**config.mk**
```make
export PLATFORM = sky130hd
export DESIGN_NAME = cssq_sequencer
export DESIGN_NICKNAME = d
export VERILOG_FILES = /design/src/core/cssq_pkg.sv /design/src/core/cssq_cnt_if.sv /design/src/core/cssq_sequencer.sv /design/src/core/cssq_edge_counter.sv /design/src/core/cssq_fuse_decode.sv
export VERILOG_INCLUDE_DIRS = /design/src /design/src/core
export SDC_FILE = /design/constraint.sdc
export NUM_CORES = 1
export LEC_CHECK = 0
export ABC_AREA = 1
export BUFFER_PORTS_ARGS = -buffer_cell sky130_fd_sc_hd__buf_2
export CAP_MARGIN = 5
export CORE_ASPECT_RATIO = 0.6
export CORE_MARGIN = 10
export CORE_UTILIZATION = 24
export CTS_CLUSTER_SIZE = 24
export DETAILED_ROUTE_END_ITERATION = 8
export GPL_ROUTABILITY_DRIVEN = 0
export GPL_TIMING_DRIVEN = 0
export PLACE_DENSITY = 0.49
export SYNTH_ARGS = -nofsm -noshare
export SYNTH_HDL_FRONTEND = slang
export SYNTH_SLANG_ARGS = --single-unit
```
**constraint.sdc**
```tcl
create_clock -name ref_clk -period 4.5 [get_ports ref_clk]
set_input_delay 0.9 -clock ref_clk [delete_from_list [all_inputs] [get_ports ref_clk]]
set_output_delay 0.9 -clock ref_clk [all_outputs]
set_load 0.1 [all_outputs]
```
**src/core/cssq_regs.svh**
```systemverilog
// Register offsets, field positions, reset values and start-up counts
`ifndef CSSQ_REGS_SVH
`define CSSQ_REGS_SVH
`define CSSQ_FUSE_OFS 8'h00
`define CSSQ_CTRL_OFS 8'h04
`define CSSQ_STAT_OFS 8'h08
`define CSSQ_SEL_LSB 0
`define CSSQ_SUT_LSB 4
`define CSSQ_DIV_BIT 6
`define CSSQ_CTRL_SLEEP 0
`define CSSQ_CTRL_QUIET 1
`define CSSQ_FUSE_RST 7'h22
`define CSSQ_TOUT_SHORT 512
`define CSSQ_TOUT_LONG 8192
`define CSSQ_WAKE_258 258
`define CSSQ_WAKE_1K 1024
`define CSSQ_WAKE_16K 16384
`define CSSQ_WAKE_32K 32768
`define CSSQ_EXT_CK 6
`define CSSQ_RC_CK 6
`define CSSQ_RST_EXTRA 14
`define CSSQ_DIV8_LAST 3'h7
`define CSSQ_RESP_OKAY 2'h0
`define CSSQ_RESP_SLVERR 2'h2
`endif

```
**src/core/cssq_pkg.sv**
```systemverilog
// Types shared by the clock start-up sequencer
package cssq_pkg;
	typedef enum logic [2:0] {SRC_LP, SRC_FS, SRC_LF, SRC_RC128, SRC_RC,
		SRC_EXT, SRC_RSVD} cssq_src_type;
	typedef enum logic [2:0] {ST_HOLD, ST_TIMEOUT, ST_SYNC, ST_STARTUP,
		ST_RUN, ST_SLEEP, ST_BAD} cssq_state_type;
	typedef enum logic [1:0] {TO_NONE, TO_SHORT, TO_LONG} cssq_tout_type;
endpackage : cssq_pkg

```
**src/core/cssq_cnt_if.sv**
```systemverilog
// Start, tick, target and done of one start-up counter
`timescale 1ns/100ps
interface cssq_cnt_if #(parameter int CW = 16);
	logic start;
	logic tick;
	logic [CW-1:0] target;
	logic done;
	modport ctl (output start, output tick, output target, input done);
	modport cnt (input start, input tick, input target, output done);
endinterface : cssq_cnt_if

```
**src/core/cssq_sequencer.sv**
```systemverilog
// Clock source start-up sequencer with AXI4-Lite register access
//
// The AXI4-Lite register port and the register addresses were chosen for this implementation.
`timescale 1ns/100ps
`include "cssq_regs.svh"
module cssq_sequencer #(
	parameter int CW = 16,
	parameter int AW = 8,
	parameter int TOUT_LONG = `CSSQ_TOUT_LONG,
	parameter int WAKE_16K = `CSSQ_WAKE_16K,
	parameter int WAKE_32K = `CSSQ_WAKE_32K
) (
	input wire logic ref_clk,
	input wire logic rst,
	input wire logic other_reset_active,
	input wire logic wdt_osc,
	input wire logic osc_in,
	input wire logic wake_event,
	output logic internal_reset,
	output logic cpu_clk_en,
	output logic adc_clk_en,
	output logic [2:0] clk_source,
	output logic [2:0] osc_range_mode,
	input wire logic [AW-1:0] s_axi_awaddr,
	input wire logic s_axi_awvalid,
	output logic s_axi_awready,
	input wire logic [31:0] s_axi_wdata,
	input wire logic [3:0] s_axi_wstrb,
	input wire logic s_axi_wvalid,
	output logic s_axi_wready,
	output logic [1:0] s_axi_bresp,
	output logic s_axi_bvalid,
	input wire logic s_axi_bready,
	input wire logic [AW-1:0] s_axi_araddr,
	input wire logic s_axi_arvalid,
	output logic s_axi_arready,
	output logic [31:0] s_axi_rdata,
	output logic [1:0] s_axi_rresp,
	output logic s_axi_rvalid,
	input wire logic s_axi_rready
);
	typedef struct packed {
		cssq_pkg::cssq_state_type state;
		logic [6:0] fuse;
		logic [6:0] act;
		logic quiet;
		logic from_wake;
		logic wdt_q;
		logic osc_q;
		logic [2:0] div_cnt;
		logic cpu_en;
		logic adc_en;
		logic int_rst;
		logic to_start;
		logic su_start;
		logic [CW-1:0] su_target;
		logic aw_v;
		logic [AW-1:0] aw_a;
		logic w_v;
		logic [31:0] w_d;
		logic [3:0] w_s;
		logic b_v;
		logic [1:0] b_r;
		logic r_v;
		logic [31:0] r_d;
		logic [1:0] r_r;
	} cssq_seq_state_type;

	cssq_seq_state_type st;
	cssq_seq_state_type next_st;

	cssq_pkg::cssq_src_type dec_src;
	cssq_pkg::cssq_tout_type dec_tout;
	logic [2:0] dec_range;
	logic [CW-1:0] dec_wake;
	logic dec_invalid;
	logic [CW-1:0] to_target;
	logic wdt_tick;
	logic osc_tick;
	logic div_tick;

	cssq_cnt_if #(.CW(CW)) to_bus ();
	cssq_cnt_if #(.CW(CW)) su_bus ();

	// Only the latched copy is decoded, so a fuse write mid-run waits
	// for the next reset, as real fuses would
	cssq_fuse_decode #(
		.CW(CW),
		.WAKE_16K(WAKE_16K),
		.WAKE_32K(WAKE_32K)
	) u_decode (
		.fuses(st.act),
		.source(dec_src),
		.range_mode(dec_range),
		.tout(dec_tout),
		.wake_count(dec_wake),
		.invalid(dec_invalid)
	);

	always_comb begin
		case (dec_tout)
			cssq_pkg::TO_SHORT: to_target = CW'(`CSSQ_TOUT_SHORT);
			cssq_pkg::TO_LONG: to_target = CW'(TOUT_LONG);
			default: to_target = '0;
		endcase
	end

	// Watchdog input is free running, independent of the chosen source
	assign wdt_tick = wdt_osc & ~st.wdt_q;
	assign osc_tick = osc_in & ~st.osc_q;
	assign div_tick = osc_tick & (st.act[`CSSQ_DIV_BIT] |
		(st.div_cnt == `CSSQ_DIV8_LAST));

	assign to_bus.start = st.to_start;
	assign to_bus.tick = wdt_tick;
	assign to_bus.target = to_target;
	assign su_bus.start = st.su_start;
	assign su_bus.tick = osc_tick;
	assign su_bus.target = st.su_target;

	cssq_edge_counter #(.CW(CW)) u_tout_cnt (
		.ref_clk(ref_clk),
		.rst(rst),
		.bus(to_bus)
	);

	cssq_edge_counter #(.CW(CW)) u_start_cnt (
		.ref_clk(ref_clk),
		.rst(rst),
		.bus(su_bus)
	);

	always_comb begin
		logic sleep_go;
		logic [AW-1:0] ra;
		logic [AW-1:0] wa;
		sleep_go = 1'b0;
		wa = {st.aw_a[AW-1:2], 2'h0};
		ra = {s_axi_araddr[AW-1:2], 2'h0};
		next_st = st;
		next_st.wdt_q = wdt_osc;
		next_st.osc_q = osc_in;
		next_st.to_start = 1'b0;
		next_st.su_start = 1'b0;
		if (osc_tick) begin
			next_st.div_cnt = st.div_cnt + 1'b1;
		end
		// Write address and data are taken in either order
		if (s_axi_awvalid && !st.aw_v) begin
			next_st.aw_v = 1'b1;
			next_st.aw_a = s_axi_awaddr;
		end
		if (s_axi_wvalid && !st.w_v) begin
			next_st.w_v = 1'b1;
			next_st.w_d = s_axi_wdata;
			next_st.w_s = s_axi_wstrb;
		end
		if (st.aw_v && st.w_v && !st.b_v) begin
			next_st.aw_v = 1'b0;
			next_st.w_v = 1'b0;
			next_st.b_v = 1'b1;
			next_st.b_r = `CSSQ_RESP_OKAY;
			if (wa == AW'(`CSSQ_FUSE_OFS)) begin
				if (st.w_s[0]) begin
					next_st.fuse = st.w_d[6:0];
				end
			end else if (wa == AW'(`CSSQ_CTRL_OFS)) begin
				if (st.w_s[0]) begin
					next_st.quiet = st.w_d[`CSSQ_CTRL_QUIET];
					sleep_go = st.w_d[`CSSQ_CTRL_SLEEP];
				end
			end else if (wa != AW'(`CSSQ_STAT_OFS)) begin
				next_st.b_r = `CSSQ_RESP_SLVERR;
			end
		end
		if (st.b_v && s_axi_bready) begin
			next_st.b_v = 1'b0;
		end
		if (s_axi_arvalid && !st.r_v) begin
			next_st.r_v = 1'b1;
			next_st.r_r = `CSSQ_RESP_OKAY;
			if (ra == AW'(`CSSQ_FUSE_OFS)) begin
				next_st.r_d = {25'h0, st.fuse};
			end else if (ra == AW'(`CSSQ_CTRL_OFS)) begin
				next_st.r_d = {30'h0, st.quiet, 1'b0};
			end else if (ra == AW'(`CSSQ_STAT_OFS)) begin
				next_st.r_d = {20'h0, st.from_wake, dec_range,
					dec_src, dec_invalid, st.int_rst, st.state};
			end else begin
				next_st.r_d = 32'h0;
				next_st.r_r = `CSSQ_RESP_SLVERR;
			end
		end else if (st.r_v && s_axi_rready) begin
			next_st.r_v = 1'b0;
		end
		case (st.state)
			cssq_pkg::ST_HOLD: begin
				next_st.act = st.fuse;
				// Leave only once the latched copy is current, else a
				// short hold would judge the previous configuration
				if (!other_reset_active && st.act == st.fuse) begin
					if (dec_invalid) begin
						next_st.state = cssq_pkg::ST_BAD;
					end else begin
						next_st.state = cssq_pkg::ST_TIMEOUT;
						next_st.to_start = 1'b1;
					end
				end
			end
			cssq_pkg::ST_TIMEOUT: begin
				if (!st.to_start && to_bus.done) begin
					next_st.state = cssq_pkg::ST_SYNC;
				end
			end
			cssq_pkg::ST_SYNC: begin
				next_st.state = cssq_pkg::ST_STARTUP;
				next_st.su_start = 1'b1;
				next_st.su_target = CW'(dec_wake +
					CW'(`CSSQ_RST_EXTRA));
			end
			cssq_pkg::ST_STARTUP: begin
				if (!st.su_start && su_bus.done) begin
					next_st.state = cssq_pkg::ST_RUN;
					next_st.from_wake = 1'b0;
				end
			end
			cssq_pkg::ST_RUN: begin
				if (sleep_go) begin
					next_st.state = cssq_pkg::ST_SLEEP;
				end
			end
			cssq_pkg::ST_SLEEP: begin
				if (wake_event) begin
					// Supply is assumed good on wake, so no time-out
					next_st.state = cssq_pkg::ST_STARTUP;
					next_st.from_wake = 1'b1;
					next_st.su_start = 1'b1;
					next_st.su_target = dec_wake;
				end
			end
			cssq_pkg::ST_BAD: begin
				next_st.state = cssq_pkg::ST_BAD;
			end
			default: begin
				next_st.state = cssq_pkg::ST_HOLD;
			end
		endcase
		if (other_reset_active) begin
			next_st.state = cssq_pkg::ST_HOLD;
			next_st.from_wake = 1'b0;
		end
		next_st.int_rst = !(next_st.state == cssq_pkg::ST_RUN ||
			next_st.state == cssq_pkg::ST_SLEEP ||
			(next_st.state == cssq_pkg::ST_STARTUP &&
			next_st.from_wake));
		next_st.cpu_en = (st.state == cssq_pkg::ST_RUN) && !st.quiet &&
			div_tick;
		next_st.adc_en = (st.state == cssq_pkg::ST_RUN) &&
			osc_tick;
	end

	always_ff @(posedge ref_clk or posedge rst) begin
		if (rst) begin
			st <= '0;
			st.state <= cssq_pkg::ST_HOLD;
			st.fuse <= `CSSQ_FUSE_RST;
			st.act <= `CSSQ_FUSE_RST;
			st.int_rst <= 1'b1;
		end else begin
			st <= next_st;
		end
	end

	assign internal_reset = st.int_rst;
	assign cpu_clk_en = st.cpu_en;
	assign adc_clk_en = st.adc_en;
	assign clk_source = dec_src;
	assign osc_range_mode = dec_range;
	assign s_axi_awready = !st.aw_v;
	assign s_axi_wready = !st.w_v;
	assign s_axi_bvalid = st.b_v;
	assign s_axi_bresp = st.b_r;
	assign s_axi_arready = !st.r_v;
	assign s_axi_rvalid = st.r_v;
	assign s_axi_rdata = st.r_d;
	assign s_axi_rresp = st.r_r;
endmodule : cssq_sequencer

```
**src/core/cssq_edge_counter.sv**
```systemverilog
// Counts oscillator edges from a start pulse up to a target
`timescale 1ns/100ps
module cssq_edge_counter #(parameter int CW = 16) (
	input wire logic ref_clk,
	input wire logic rst,
	cssq_cnt_if.cnt bus
);
	typedef struct packed {
		logic [CW-1:0] count;
		logic busy;
		logic done;
	} cssq_cnt_state_type;
	cssq_cnt_state_type st;
	cssq_cnt_state_type next_st;

	always_comb begin
		next_st = st;
		if (bus.start) begin
			next_st.count = '0;
			next_st.busy = 1'b1;
			next_st.done = 1'b0;
		end else if (st.busy) begin
			if (st.count >= bus.target) begin
				next_st.done = 1'b1;
				next_st.busy = 1'b0;
			end else if (bus.tick) begin
				next_st.count = st.count + 1'b1;
			end
		end
	end

	always_ff @(posedge ref_clk or posedge rst) begin
		if (rst) begin
			st <= '0;
		end else begin
			st <= next_st;
		end
	end

	assign bus.done = st.done;
endmodule : cssq_edge_counter

```
**src/core/cssq_fuse_decode.sv**
```systemverilog
// Decodes the stored fuse bits into source, range and start-up counts
`timescale 1ns/100ps
`include "cssq_regs.svh"
module cssq_fuse_decode #(
	parameter int CW = 16,
	parameter int WAKE_16K = `CSSQ_WAKE_16K,
	parameter int WAKE_32K = `CSSQ_WAKE_32K
) (
	input wire logic [6:0] fuses,
	output cssq_pkg::cssq_src_type source,
	output logic [2:0] range_mode,
	output cssq_pkg::cssq_tout_type tout,
	output logic [CW-1:0] wake_count,
	output logic invalid
);
	logic [3:0] sel;
	logic [1:0] sut;
	logic variant;

	assign sel = fuses[`CSSQ_SEL_LSB +: 4];
	assign sut = fuses[`CSSQ_SUT_LSB +: 2];
	assign variant = sel[0];

	always_comb begin
		source = cssq_pkg::SRC_RSVD;
		range_mode = 3'h0;
		tout = cssq_pkg::TO_NONE;
		wake_count = CW'(`CSSQ_EXT_CK);
		invalid = 1'b0;
		if (sel[3] || sel[3:1] == 3'h3) begin
			// Full swing shares the low power start-up table
			source = sel[3] ? cssq_pkg::SRC_LP : cssq_pkg::SRC_FS;
			if (sel[3]) begin
				range_mode = sel[3:1];
			end
			if (!variant) begin
				wake_count = sut[1] ? CW'(`CSSQ_WAKE_1K) :
					CW'(`CSSQ_WAKE_258);
			end else begin
				wake_count = (sut == 2'h0) ? CW'(`CSSQ_WAKE_1K) :
					CW'(WAKE_16K);
			end
			case ({variant, sut})
				3'h0, 3'h3, 3'h6: tout = cssq_pkg::TO_SHORT;
				3'h1, 3'h4, 3'h7: tout = cssq_pkg::TO_LONG;
				default: tout = cssq_pkg::TO_NONE;
			endcase
		end else if (sel[3:1] == 3'h2) begin
			source = cssq_pkg::SRC_LF;
			wake_count = variant ? CW'(WAKE_32K) : CW'(`CSSQ_WAKE_1K);
			case (sut)
				2'h0: tout = cssq_pkg::TO_NONE;
				2'h1: tout = cssq_pkg::TO_SHORT;
				2'h2: tout = cssq_pkg::TO_LONG;
				default: invalid = 1'b1;
			endcase
		end else if (sel == 4'h1) begin
			invalid = 1'b1;
		end else begin
			if (sel == 4'h3) begin
				source = cssq_pkg::SRC_RC128;
			end else if (sel == 4'h2) begin
				source = cssq_pkg::SRC_RC;
			end else begin
				source = cssq_pkg::SRC_EXT;
			end
			wake_count = (sel == 4'h0) ? CW'(`CSSQ_EXT_CK) :
				CW'(`CSSQ_RC_CK);
			tout = (sut == 2'h0) ? cssq_pkg::TO_NONE :
				(sut == 2'h1) ? cssq_pkg::TO_SHORT : cssq_pkg::TO_LONG;
		end
	end
endmodule : cssq_fuse_decode

```
# Word level (Yosys, flattened, before mapping)
# Index checks and enable logic that the tools add are counted.
[op_classes]
add_sub_neg = 4
magnitude_cmp = 2
eq_ne = 32
mux = 74
bitwise_logic = 7
n_reduce_logical = 52
[op_table]
columns = ["op", "n"]
rows = [
  ["2-to-1 mux 16 bit", 8],
  ["2-to-1 mux 18 bit", 4],
  ["2-to-1 mux 3 bit", 14],
  ["2-to-1 mux 37 bit", 1],
  ["2-to-1 mux 12 bit", 3],
  ["case mux 17 bit (2 select lines)", 1],
  ["adder 16 x 1 -> 16 bit (second input constant)", 2],
  ["case mux 14 bit (2 select lines)", 1],
  ["equality test 3 bit (second input constant)", 9],
  ["2-to-1 mux 2 bit", 13],
  ["nonzero test 2 bit", 11],
  ["2-to-1 mux 1 bit", 21],
  ["case mux 3 bit (7 select lines)", 1],
  ["equality test 3 x 2 -> 1 bit (second input constant)", 6],
  ["2-to-1 mux 17 bit", 1],
  ["adder 16 x 4 -> 16 bit (second input constant)", 1],
  ["greater-or-equal comparator 16 x 14 -> 1 bit", 1],
  ["greater-or-equal comparator 16 bit", 1],
  ["2-to-1 mux 15 bit", 1],
  ["logical AND 1 bit", 14],
  ["equality test 6 x 1 -> 1 bit (second input constant)", 2],
  ["logical NOT 6 bit", 2],
  ["2-to-1 mux 11 bit", 1],
  ["logical NOT 1 bit", 9],
  ["other kinds (23)", 43],
]
[totals]
ff_bits = 165
inputBits = 63
word_cells = 201

# Logic depth before layout (Yosys ltp)
# Gate-level depths: netlist (run 1).
[depth]
word_depth = 13
depth_mapped = 15

# Cells and area by module
# From an unflattened synthesis (run 1), not the netlist that was laid out.
[unflattened]
hier_cells = 1022
area_unflattened_um2 = 7592.3
[by_module_without_submodules]
columns = ["module", "n_inst", "cells_each", "area_per_inst_um2", "seq_area_each_um2"]
rows = [
  ["cssq_sequencer", 1, 496, 4073.9, 1933.1],
  ["cssq_edge_counter", 2, 230, 1580.3, 450.4],
  ["cssq_fuse_decode", 1, 66, 357.8, 0.0],
]

# Least setup slack after synthesis (run 1)
# No wires, ideal clock.
[synth_path]
path_kind = "register -> output"
startpoint = "register st[114] in the netlist's numbering"
endpoint = "output clk_source[0]"
arrival_time_ps = 2263
required_time_ps = 3600
path_slack_ps = 1337
stages_incl_launch_ff = 5
path_buffers = 1
path_cell_list = "dfrtp_1 -> buf_2 -> nor2_1 -> o21ai_0 -> a21oi_1"
[synth_between]
elab_chain_len = 6
word_cells_on_any_way = 11
[synth_lines]
columns = ["item", "line_no", "text"]
rows = [
  ["start, declared", "cssq_sequencer.sv:69", "cssq_seq_state_type st;"],
  ["start signal, assigned", "cssq_sequencer.sv:270", "st <= next_st;"],
  ["equality test 4 x 2 -> 1 bit", "cssq_fuse_decode.sv:62", "end else if (sel == 4'h2) begin"],
  ["2-to-1 mux 1 bit", "cssq_fuse_decode.sv:62", ""],
  ["2-to-1 mux 3 bit", "cssq_fuse_decode.sv:60", "if (sel == 4'h3) begin"],
  ["2-to-1 mux 3 bit", "cssq_fuse_decode.sv:57", "end else if (sel == 4'h1) begin"],
  ["2-to-1 mux 3 bit", "cssq_fuse_decode.sv:48", "end else if (sel[3:1] == 3'h2) begin"],
  ["2-to-1 mux 3 bit (*)", "cssq_fuse_decode.sv:30", "if (sel[3] || sel[3:1] == 3'h3) begin"],
  ["end, declared", "cssq_sequencer.sv:22", "output logic [2:0] clk_source,"],
]
# Every way passes the cells marked *; elsewhere a longest branch is shown, timed or not.

# Worst setup path after layout (run 1)
[layout_path]
startpoint = "register st[115] in the netlist's numbering"
endpoint = "output clk_source[1]"
[layout_between]
elab_chain_len = 5
word_cells_on_any_way = 9
[layout_lines]
columns = ["item", "line_no"]
rows = [
  ["equality test 4 x 2 -> 1 bit", "cssq_fuse_decode.sv:60"],
  ["2-to-1 mux 3 bit", "cssq_fuse_decode.sv:60"],
  ["2-to-1 mux 3 bit", "cssq_fuse_decode.sv:57"],
  ["2-to-1 mux 3 bit", "cssq_fuse_decode.sv:48"],
  ["2-to-1 mux 3 bit (*)", "cssq_fuse_decode.sv:30"],
]
# Marked as above.

==> summary.txt, run 1 <==
status: completed
share of the synthesized area in the top cell type: 0.414
Synth-to-Final Area Change: 18.6%
Final period util: 0.702
Clk pwr share: 0.201
Cells after Synth: 783
total congestion overflow: 0
largest net degree at the start of global routing: 63
sequential power share: 0.328
gr usage total: 0.108
Int Pwr: 2.19 mW
DRT iter0 DRCs: 481
final setup vio count: 0
hold_buf cts: 0
slowest cell on the critical path: buf_2
CTS tree: built
Post-route DRC: 0
Leakage: 3.59 nW
IO Pins: 113
worst-path cell chain: clkbuf_2, nor2_1, inv_1, nand2_1, inv_1, nor2_1, buf_2
Net Sw Frac: 0.494
Gate power share: 0.472
number of setup buffers added after CTS: 0
RSZ-0062 raised after global routing: no
DP HPWL: 13.6 mm
register area share after synthesis: 0.435
critical path's largest stage delay: 0.49 ns
clk slew on worst S/H paths: 0.08 ns
hold worst-path end: st[105]
Post-Syn Area: 6050 µm²
CTS sink count: 105
FF-to-FF Start: st[115]
setup slack, reg-to-reg: 1.70 ns
Die H: 143 µm
Avg Synthesized Cell Area: 7.72 µm²
Rows: 44
Num CTS Buffers: 9
area leader, netlist: dfrtp_1
ANT nets after route: 0
Setup CP Type: reg -> out
die footprint: 32200 µm²
Root Driver: clkbuf_16
Util after Layout: 0.293
Clock Skew: 0.00961 ns
worst hold path depth: 1
first-pass GRT wire length: 27.3 mm
top cells by area, synth: dfrtp_1 (41%), nand2_1 (9.9%), nand3_1 (6.7%)
vias per cell: 4.38
reg2reg end: u_tout_cnt.st[4]
maximum vdd drop: 0.000456 V
Yosys warning count: 0
Max Cap Viol: 0
final wirelength: 17.3 mm
Die W: 225 µm
maximum operating frequency: 317 MHz
post-cts sizing count: 0
number of global-route vias before repair: 4718
clk buf depth: 2
via count: 5269
worst min path class: reg -> reg
crit start category: flip-flop
cell total after placement: 1185
net switching power: 2.14 mW
total power draw: 4.34 mW
Rel. slew slack: 0.606
routed length per instance: 14.4 µm
crit path DAT: 2.26 ns
dominant register cell in the synthesized netlist: dfrtp_1
fin cells: 1202
Req. time, crit path: 3.60 ns
initial antenna violation count: 1
Final Hold Vio Count: 0
Reg2Reg Depth: 15
Post-synth EDFFs: 0
Initial Utilization: 0.247
Final nets: 952
htree depth: 3
register bit total from synthesis: 105
share of cells above drive strength 1: 0.172
Final min period: 3.16 ns
I/O Buffers: 58
CP Max Fanout: 8
final-report max-slew violation count: 0
Worst Max-Slew Pin Slew: 0.591 ns
core region area: 24500 µm²
worst-skew pair later-pin latency: 0.36 ns
Async S/R FF share, synth: 1.00
power density over the cells: 605 nW/µm²
Hold Path Origin: st[105]
CP Capture Type: output port
Distinct cells, synth: 45
1st-pass router iterations: 5
==> synth_stat cells (2+ instances only) <==
| library cell | count |
|---|---|
| xor2_1 | 16 |
| o311ai_0 | 2 |
| dfstp_2 | 5 |
| nor3b_1 | 7 |
| nor3_1 | 24 |
| nor2_1 | 88 |
| buf_4 | 36 |
| clkbuf_1 | 10 |
| nor3_2 | 5 |
| mux2_2 | 7 |
| nor4_1 | 2 |
| nand3_1 | 81 |
| inv_2 | 3 |
| buf_6 | 2 |
| buf_2 | 7 |
| inv_1 | 95 |
| a22oi_1 | 2 |
| o21ai_0 | 45 |
| nand4_1 | 12 |
| clkbuf_2 | 2 |
| nand2_1 | 160 |
| xnor2_1 | 2 |
| o22ai_1 | 2 |
| ha_1 | 15 |
| o21ai_1 | 7 |
| o211ai_1 | 2 |
| a21oi_1 | 26 |
| a31oi_1 | 2 |
| dfrtp_1 | 100 |
==> layer usage <==
| metal | track usage | part of all wire | up-vias |
|---|---|---|---|
| li1 | - | - | 2665 |
| met1 | 0.186 | 0.58 | 2431 |
| met2 | 0.119 | 0.32 | 166 |
| met3 | 0.0313 | 0.091 | 7 |
| met4 | 0.0182 | 0.0046 | 0 |
| met5 | 0 | 0 | - |
==> flip-flops by register name, indices dropped and copies added, names as in the netlist <==
signal and flops:
st 40, u_tout_cnt.st 17, cpu_clk_en 1, u_start_cnt.bus.done 1, su_bus.target 8, s_axi_bresp 1, s_axi_bvalid 1, u_tout_cnt.bus.done 1
internal_reset 1, s_axi_rdata 12, adc_clk_en 1, s_axi_rvalid 1, s_axi_rresp 1, su_bus.start 1, u_start_cnt.st 17, to_bus.start 1
==> cell families (layout without fill, tap and decap cells) <==
group | Yosys count | count (layout) | synth area share
and+or+nand+nor | 388 | 388 | 0.287
buffers and inverters | 157 | 232 | 0.124
DFF | 105 | 105 | 0.435
AOI/OAI and AO/OA | 92 | 92 | 0.0821
xor gates and xnor gates | 18 | 18 | 0.0261
adders and majority gates | 15 | 15 | 0.0310
muxes | 7 | 7 | 0.0130
other | 1 | 23 | 0.000620
==> worst max-delay path: cells and delay by family, from the launching register on <==
| family | cells | cell delay (ns) |
|---|---|---|
| buffers and inverters | 4 | 0.87 |
| flip-flops | 1 | 0.36 |
| AND/OR/NAND/NOR | 3 | 0.66 |
==> per-stage QoR <==
step / setup TNS (ns) / setup WS, ns / cell area [µm²] / hold slack [ns]
floorplan: 0 / 0.848 / 6130 / 0.424
global placement: -67.42 / -0.684 / 6820 / 0.465
detailed placement: 0 / 1.75 / 6850 / 0.469
CTS: 0 / 1.35 / 7170 / 0.486
global route: 0 / 1.14 / 7170 / 0.519
finish: 0 / 1.34 / 7170 / 0.483
==> cell usage in the layout, fill, tap and decap left out, drive strengths merged, types with 3 or more instances in the layout <==
master,count
nand2,161
buf,104
dfrtp,100
inv,100
nor2,90
nand3,82
o21ai,52
nor3,30
a21oi,27
conb,22
clkbuf,22
xor2,16
ha,15
nand4,13
nor3b,7
mux2,7
dfstp,5
clkinv,3
==> worst max-delay path by stage <==
| stage | startpoint | end | slack [ns] | cells past startpoint |
|---|---|---|---|---|
| after floorplan | rst | adc_clk_en | 0.85 | 1 |
| after CTS | st[115] | clk_source[1] | 1.35 | 7 |
| after global routing | st[115] | clk_source[1] | 1.14 | 7 |
| final | st[115] | clk_source[1] | 1.34 | 7 |
| after global placement | rst | u_start_cnt.st[6] | -0.68 | 2 |
| after detailed placement | st[115] | clk_source[1] | 1.75 | 7 |
==> cell type report <==
class                      instances  area [µm²]
tap                              322         403
timing repair buffer              59         318
multi-input combinational        542        2740
sequential                       105        2630
inverter                         100         379
fill                            2708       17300
clock buffer                      10         229
clock inverter                     6        90.1
buffer                            57         375
antenna                            1        2.50
==> power by group through the flow <==
stage               registers (mW)  clock network (mW)  logic, mW
detailed placement            1.43                   0       2.03
floorplan                     1.40                   0       1.54
CTS                           1.41               0.893       2.03
global route                  1.45               0.931       2.27
global placement              1.43                   0       2.01
finish                        1.42               0.869       2.05
No activity file was read; power rests on OpenSTA's default activity.
==> run 2, diff against run 1 <==
--- a/config.mk
+++ b/config.mk
@@ -6,7 +6,7 @@
 export SDC_FILE = /design/constraint.sdc
 export NUM_CORES = 1
 export LEC_CHECK = 0
-export ABC_AREA = 1
+export ABC_AREA = 0
 export BUFFER_PORTS_ARGS = -buffer_cell sky130_fd_sc_hd__buf_2
 export CAP_MARGIN = 5
 export CORE_ASPECT_RATIO = 0.6
==> constraint.sdc (replaced) <==
create_clock -name ref_clk -period 3 [get_ports ref_clk]
set_input_delay 0.6 -clock ref_clk [delete_from_list [all_inputs] [get_ports ref_clk]]
set_output_delay 0.6 -clock ref_clk [all_outputs]
set_load 0.1 [all_outputs]
==> run 2 against run 1 <==
  * The flow now finishes with violations (negative setup slack)
  * Global-route usage shrank 0.43 points
  * Sequential power grew 50%
  * Clock skew shrank 0.0016 ns
  * Register-to-register slack lost 2.2 ns
  * Utilization grew 2.3 points
  * Via count shrank 14%
  * Sequential share of layout area shrank 0.80 points
  * Clock power grew 45%
  * Area after synthesis shrank 5.6%
  * Flip-flop and latch count is the same
  * Clock-buffer cell count shrank 1
==> summary.txt, run 2 <==
status: finished, violations left (was completed)
violated checks: negative setup slack
first-pass GRT wire length: 25.4 mm (was 27.3 mm)
slowest cell on the critical path: dfstp_2 (was buf_2)
leading cell type in the layout, fill and taps excluded: dfrtp_1 (was nand2_1)
Worst Max-Slew Pin Slew: 0.779 ns (was 0.591 ns)
die footprint: 30600 µm² (was 32200 µm²)
crit path DAT: 3.76 ns (was 2.26 ns)
via count: 4533 (was 5269)
Cells after Synth: 573 (was 783)
top cells by area, synth: dfrtp_1 (44%), mux2_2 (8.5%), buf_4 (4.9%) (was dfrtp_1 (41%), nand2_1 (9.9%), nand3_1 (6.7%))
Die H: 139 µm (was 143 µm)
Avg Synthesized Cell Area: 9.96 µm² (was 7.72 µm²)
core region area: 23200 µm² (was 24500 µm²)
I/O Buffers: 57 (was 58)
final wirelength: 16.0 mm (was 17.3 mm)
Final nets: 760 (was 952)
CP Max Fanout: 5 (was 8)
initial antenna violation count: 0 (was 1)
worst-path cell chain: nor2b_4, nand2_1, o31ai_2, a221oi_2, a21oi_2, ha_2, or4b_4, a2111o_1, or3_4, buf_6, or4_4, a21oi_2 (was clkbuf_2, nor2_1, inv_1, nand2_1, inv_1, nor2_1, buf_2)
fin cells: 1002 (was 1202)
maximum operating frequency: 287 MHz
number of global-route vias before repair: 4314 (was 4718)
Synth-to-Final Area Change: 28.6% (was 18.6%)
Cell Area, Placed: 6590 µm² (was 6850 µm²)
Yosys warning count: 0 (unchanged)
area leader, netlist: dfrtp_1 (unchanged)
Initial Utilization: 0.246 (was 0.247)
final setup vio count: 17 (was 0)
CTS tree: built (unchanged)
fin area: 7340 µm² (was 7170 µm²)
Num CTS Buffers: 9 (unchanged)
family with the most delay on the worst path: simple AND/OR/NAND/NOR gates (was buffers and inverters)
FF-to-FF Start: st[117] (was st[115])
Bufs and invs on worst path: 1 (was 4)
Clock Skew: 0.00798 ns (was 0.00961 ns)
gr usage total: 0.104 (was 0.108)
critical path's largest stage delay: 0.59 ns (was 0.49 ns)
max reg flops: 40 (unchanged)
cell total after placement: 969 (was 1185)
Leakage: 3.37 nW (was 3.59 nW)
Final min period: 3.48 ns
count leader, synth: dfrtp_1 (was nand2_1)
Post-synth EDFFs: 0 (unchanged)
share of the synthesized area in the top cell type: 0.438 (was 0.414)
Root Driver: clkbuf_16 (unchanged)
CTS sink count: 105 (unchanged)
total congestion overflow: 0 (unchanged)
final hold slack: 0.244 ns (was 0.483 ns)
dominant register cell in the synthesized netlist: dfrtp_1 (unchanged)
htree depth: 3 (unchanged)
worst min path class: in -> async (was reg -> reg)
Reg2Reg Depth: 12 (was 15)
ANT nets after route: 0 (unchanged)
Post-Syn Area: 5710 µm² (was 6050 µm²)
maximum vdd drop: 0.000352 V (was 0.000456 V)
Req. time, crit path: 3.28 ns (was 3.60 ns)
register area share after synthesis: 0.461 (was 0.435)
diodes inserted: 0 (was 1)
RSZ-0062 raised after global routing: yes (was no)
pre-CTS WS: -0.786 ns (was 1.75 ns)
power density over the cells: 968 nW/µm² (was 605 nW/µm²)
top cells by count, synth: dfrtp_1 (100), nor2_1 (44), mux2_2 (43), buf_4 (37), nand2_1 (33) (was nand2_1 (160), dfrtp_1 (100), inv_1 (95), nor2_1 (88), nand3_1 (81))
setup TNS: -6.24 ns (was 0 ns)
clk slew on worst S/H paths: 0.08 ns (about the same)
Async S/R FF share, synth: 1.00 (unchanged)
worst-skew pair later-pin latency: 0.36 ns (about the same)
Final WS setup: -0.482 ns (was 1.34 ns)
crit path from: st[117] (was st[115])
crit start category: flip-flop (unchanged)
most frequent cells in the layout: dfrtp_1 (98), buf_2 (57), buf_4 (48) (was nand2_1 (160), dfrtp_1 (100), inv_1 (94))
DP HPWL: 12.0 mm (was 13.6 mm)
routed length per instance: 16.0 µm (was 14.4 µm)
clk buf depth: 2 (unchanged)
Max Cap Viol: 0 (unchanged)
IO Pins: 113 (unchanged)
Die W: 219 µm (was 225 µm)
DRT iter0 DRCs: 278 (was 481)
Distinct cells, synth: 56 (was 45)
largest net degree at the start of global routing: 36 (was 63)
Biggest register: st (unchanged)
Rel. slew slack: 0.478 (was 0.606)
CP Capture Type: flip-flop (was output port)
register bit total from synthesis: 105 (unchanged)
hold_buf cts: 0 (unchanged)
vias per cell: 4.52 (was 4.38)
top flop regs: st (40), u_start_cnt.st (17), u_tout_cnt.st (17) (unchanged)
share of cells above drive strength 1: 0.333 (was 0.172)
Setup CP Type: reg -> reg (was reg -> out)
final-report max-slew violation count: 0 (unchanged)
Post-route DRC: 0 (unchanged)
reg2reg end: u_tout_cnt.st[15] (was u_tout_cnt.st[4])
setup slack, reg-to-reg: -0.48 ns (was 1.70 ns)
Rows: 43 (was 44)
Final Hold Vio Count: 0 (unchanged)
1st-pass router iterations: 5 (unchanged)
critical path's most frequent cell: a21oi_2
Final period util: 1.16
run 2: cell count changes in the layout (fill, tap and decap cells not counted), sizes merged, moves of 14 or more:
cell,before,now
nor3,30,15
nand3,82,11
inv,100,28
nand2,161,33
mux2,7,43
buf,104,118
o21ai,52,28
nor2,90,44
xor2,16,2
nor2b,0,22
run 2: layout make-up:
class | count | area, µm²
flip-flops and latches | 105 | 2640
plain buffers | 65 | 469
clock buffers | 9 | 225
well taps | 315 | 394
multi-input cells | 397 | 2930
fillers | 2437 | 15900
inverters | 27 | 105
clock inverters | 7 | 85.1
repair buffers | 77 | 492
run 2: cells by family (layout without fill, tap and decap cells):
logic type / after synthesis / count (layout) / synth area share
xor gates and xnor gates: 13 / 13 / 0.0199
muxes: 50 / 50 / 0.0971
and+or+nand+nor: 198 / 198 / 0.192
adders and majority gates: 15 / 15 / 0.0329
other: 1 / 22 / 0.000657
buffers and inverters: 92 / 185 / 0.0850
DFF: 105 / 105 / 0.461
AOI/OAI and AO/OA: 99 / 99 / 0.111
run 2: per-stage QoR:
stage                     power, mW  utilization
after global routing           7.58        0.316
final                          7.10        0.316
after global placement         5.21        0.281
after detailed placement       5.23        0.284
after floorplan                4.42            -
after CTS                      6.97        0.308
run 2: layer usage:
| metal | part of all wire | global-route usage | vias to the layer above |
|---|---|---|---|
| met5 | 0 | 0 | - |
| met4 | 0.0081 | 0.0173 | 0 |
| met1 | 0.56 | 0.169 | 2198 |
| met2 | 0.37 | 0.125 | 112 |
| li1 | - | - | 2209 |
| met3 | 0.071 | 0.0335 | 14 |
run 2: power by group:
part,total (mW),switching (mW),internal [mW]
logic,3.72,2.36,1.35
clock network,1.26,0.593,0.665
registers,2.13,0.327,1.80
run 2: repair_timing:
item,in CTS,in global routing
gates cloned,1,0
buffers inserted,12,5
setup endpoints to repair,18,17
resized for setup,36,35
pin swaps,10,17
run 2: how the worst max path moves through the flow:
stage                        endpoint  slack (ns)  cells past startpoint
floorplan           u_tout_cnt.st[11]       -0.27                     13
global placement    u_tout_cnt.st[11]       -0.75                     12
detailed placement  u_tout_cnt.st[11]       -0.79                     12
CTS                 u_tout_cnt.st[15]       -0.50                     13
global route        u_tout_cnt.st[15]       -0.57                     12
finish              u_tout_cnt.st[15]       -0.48                     12
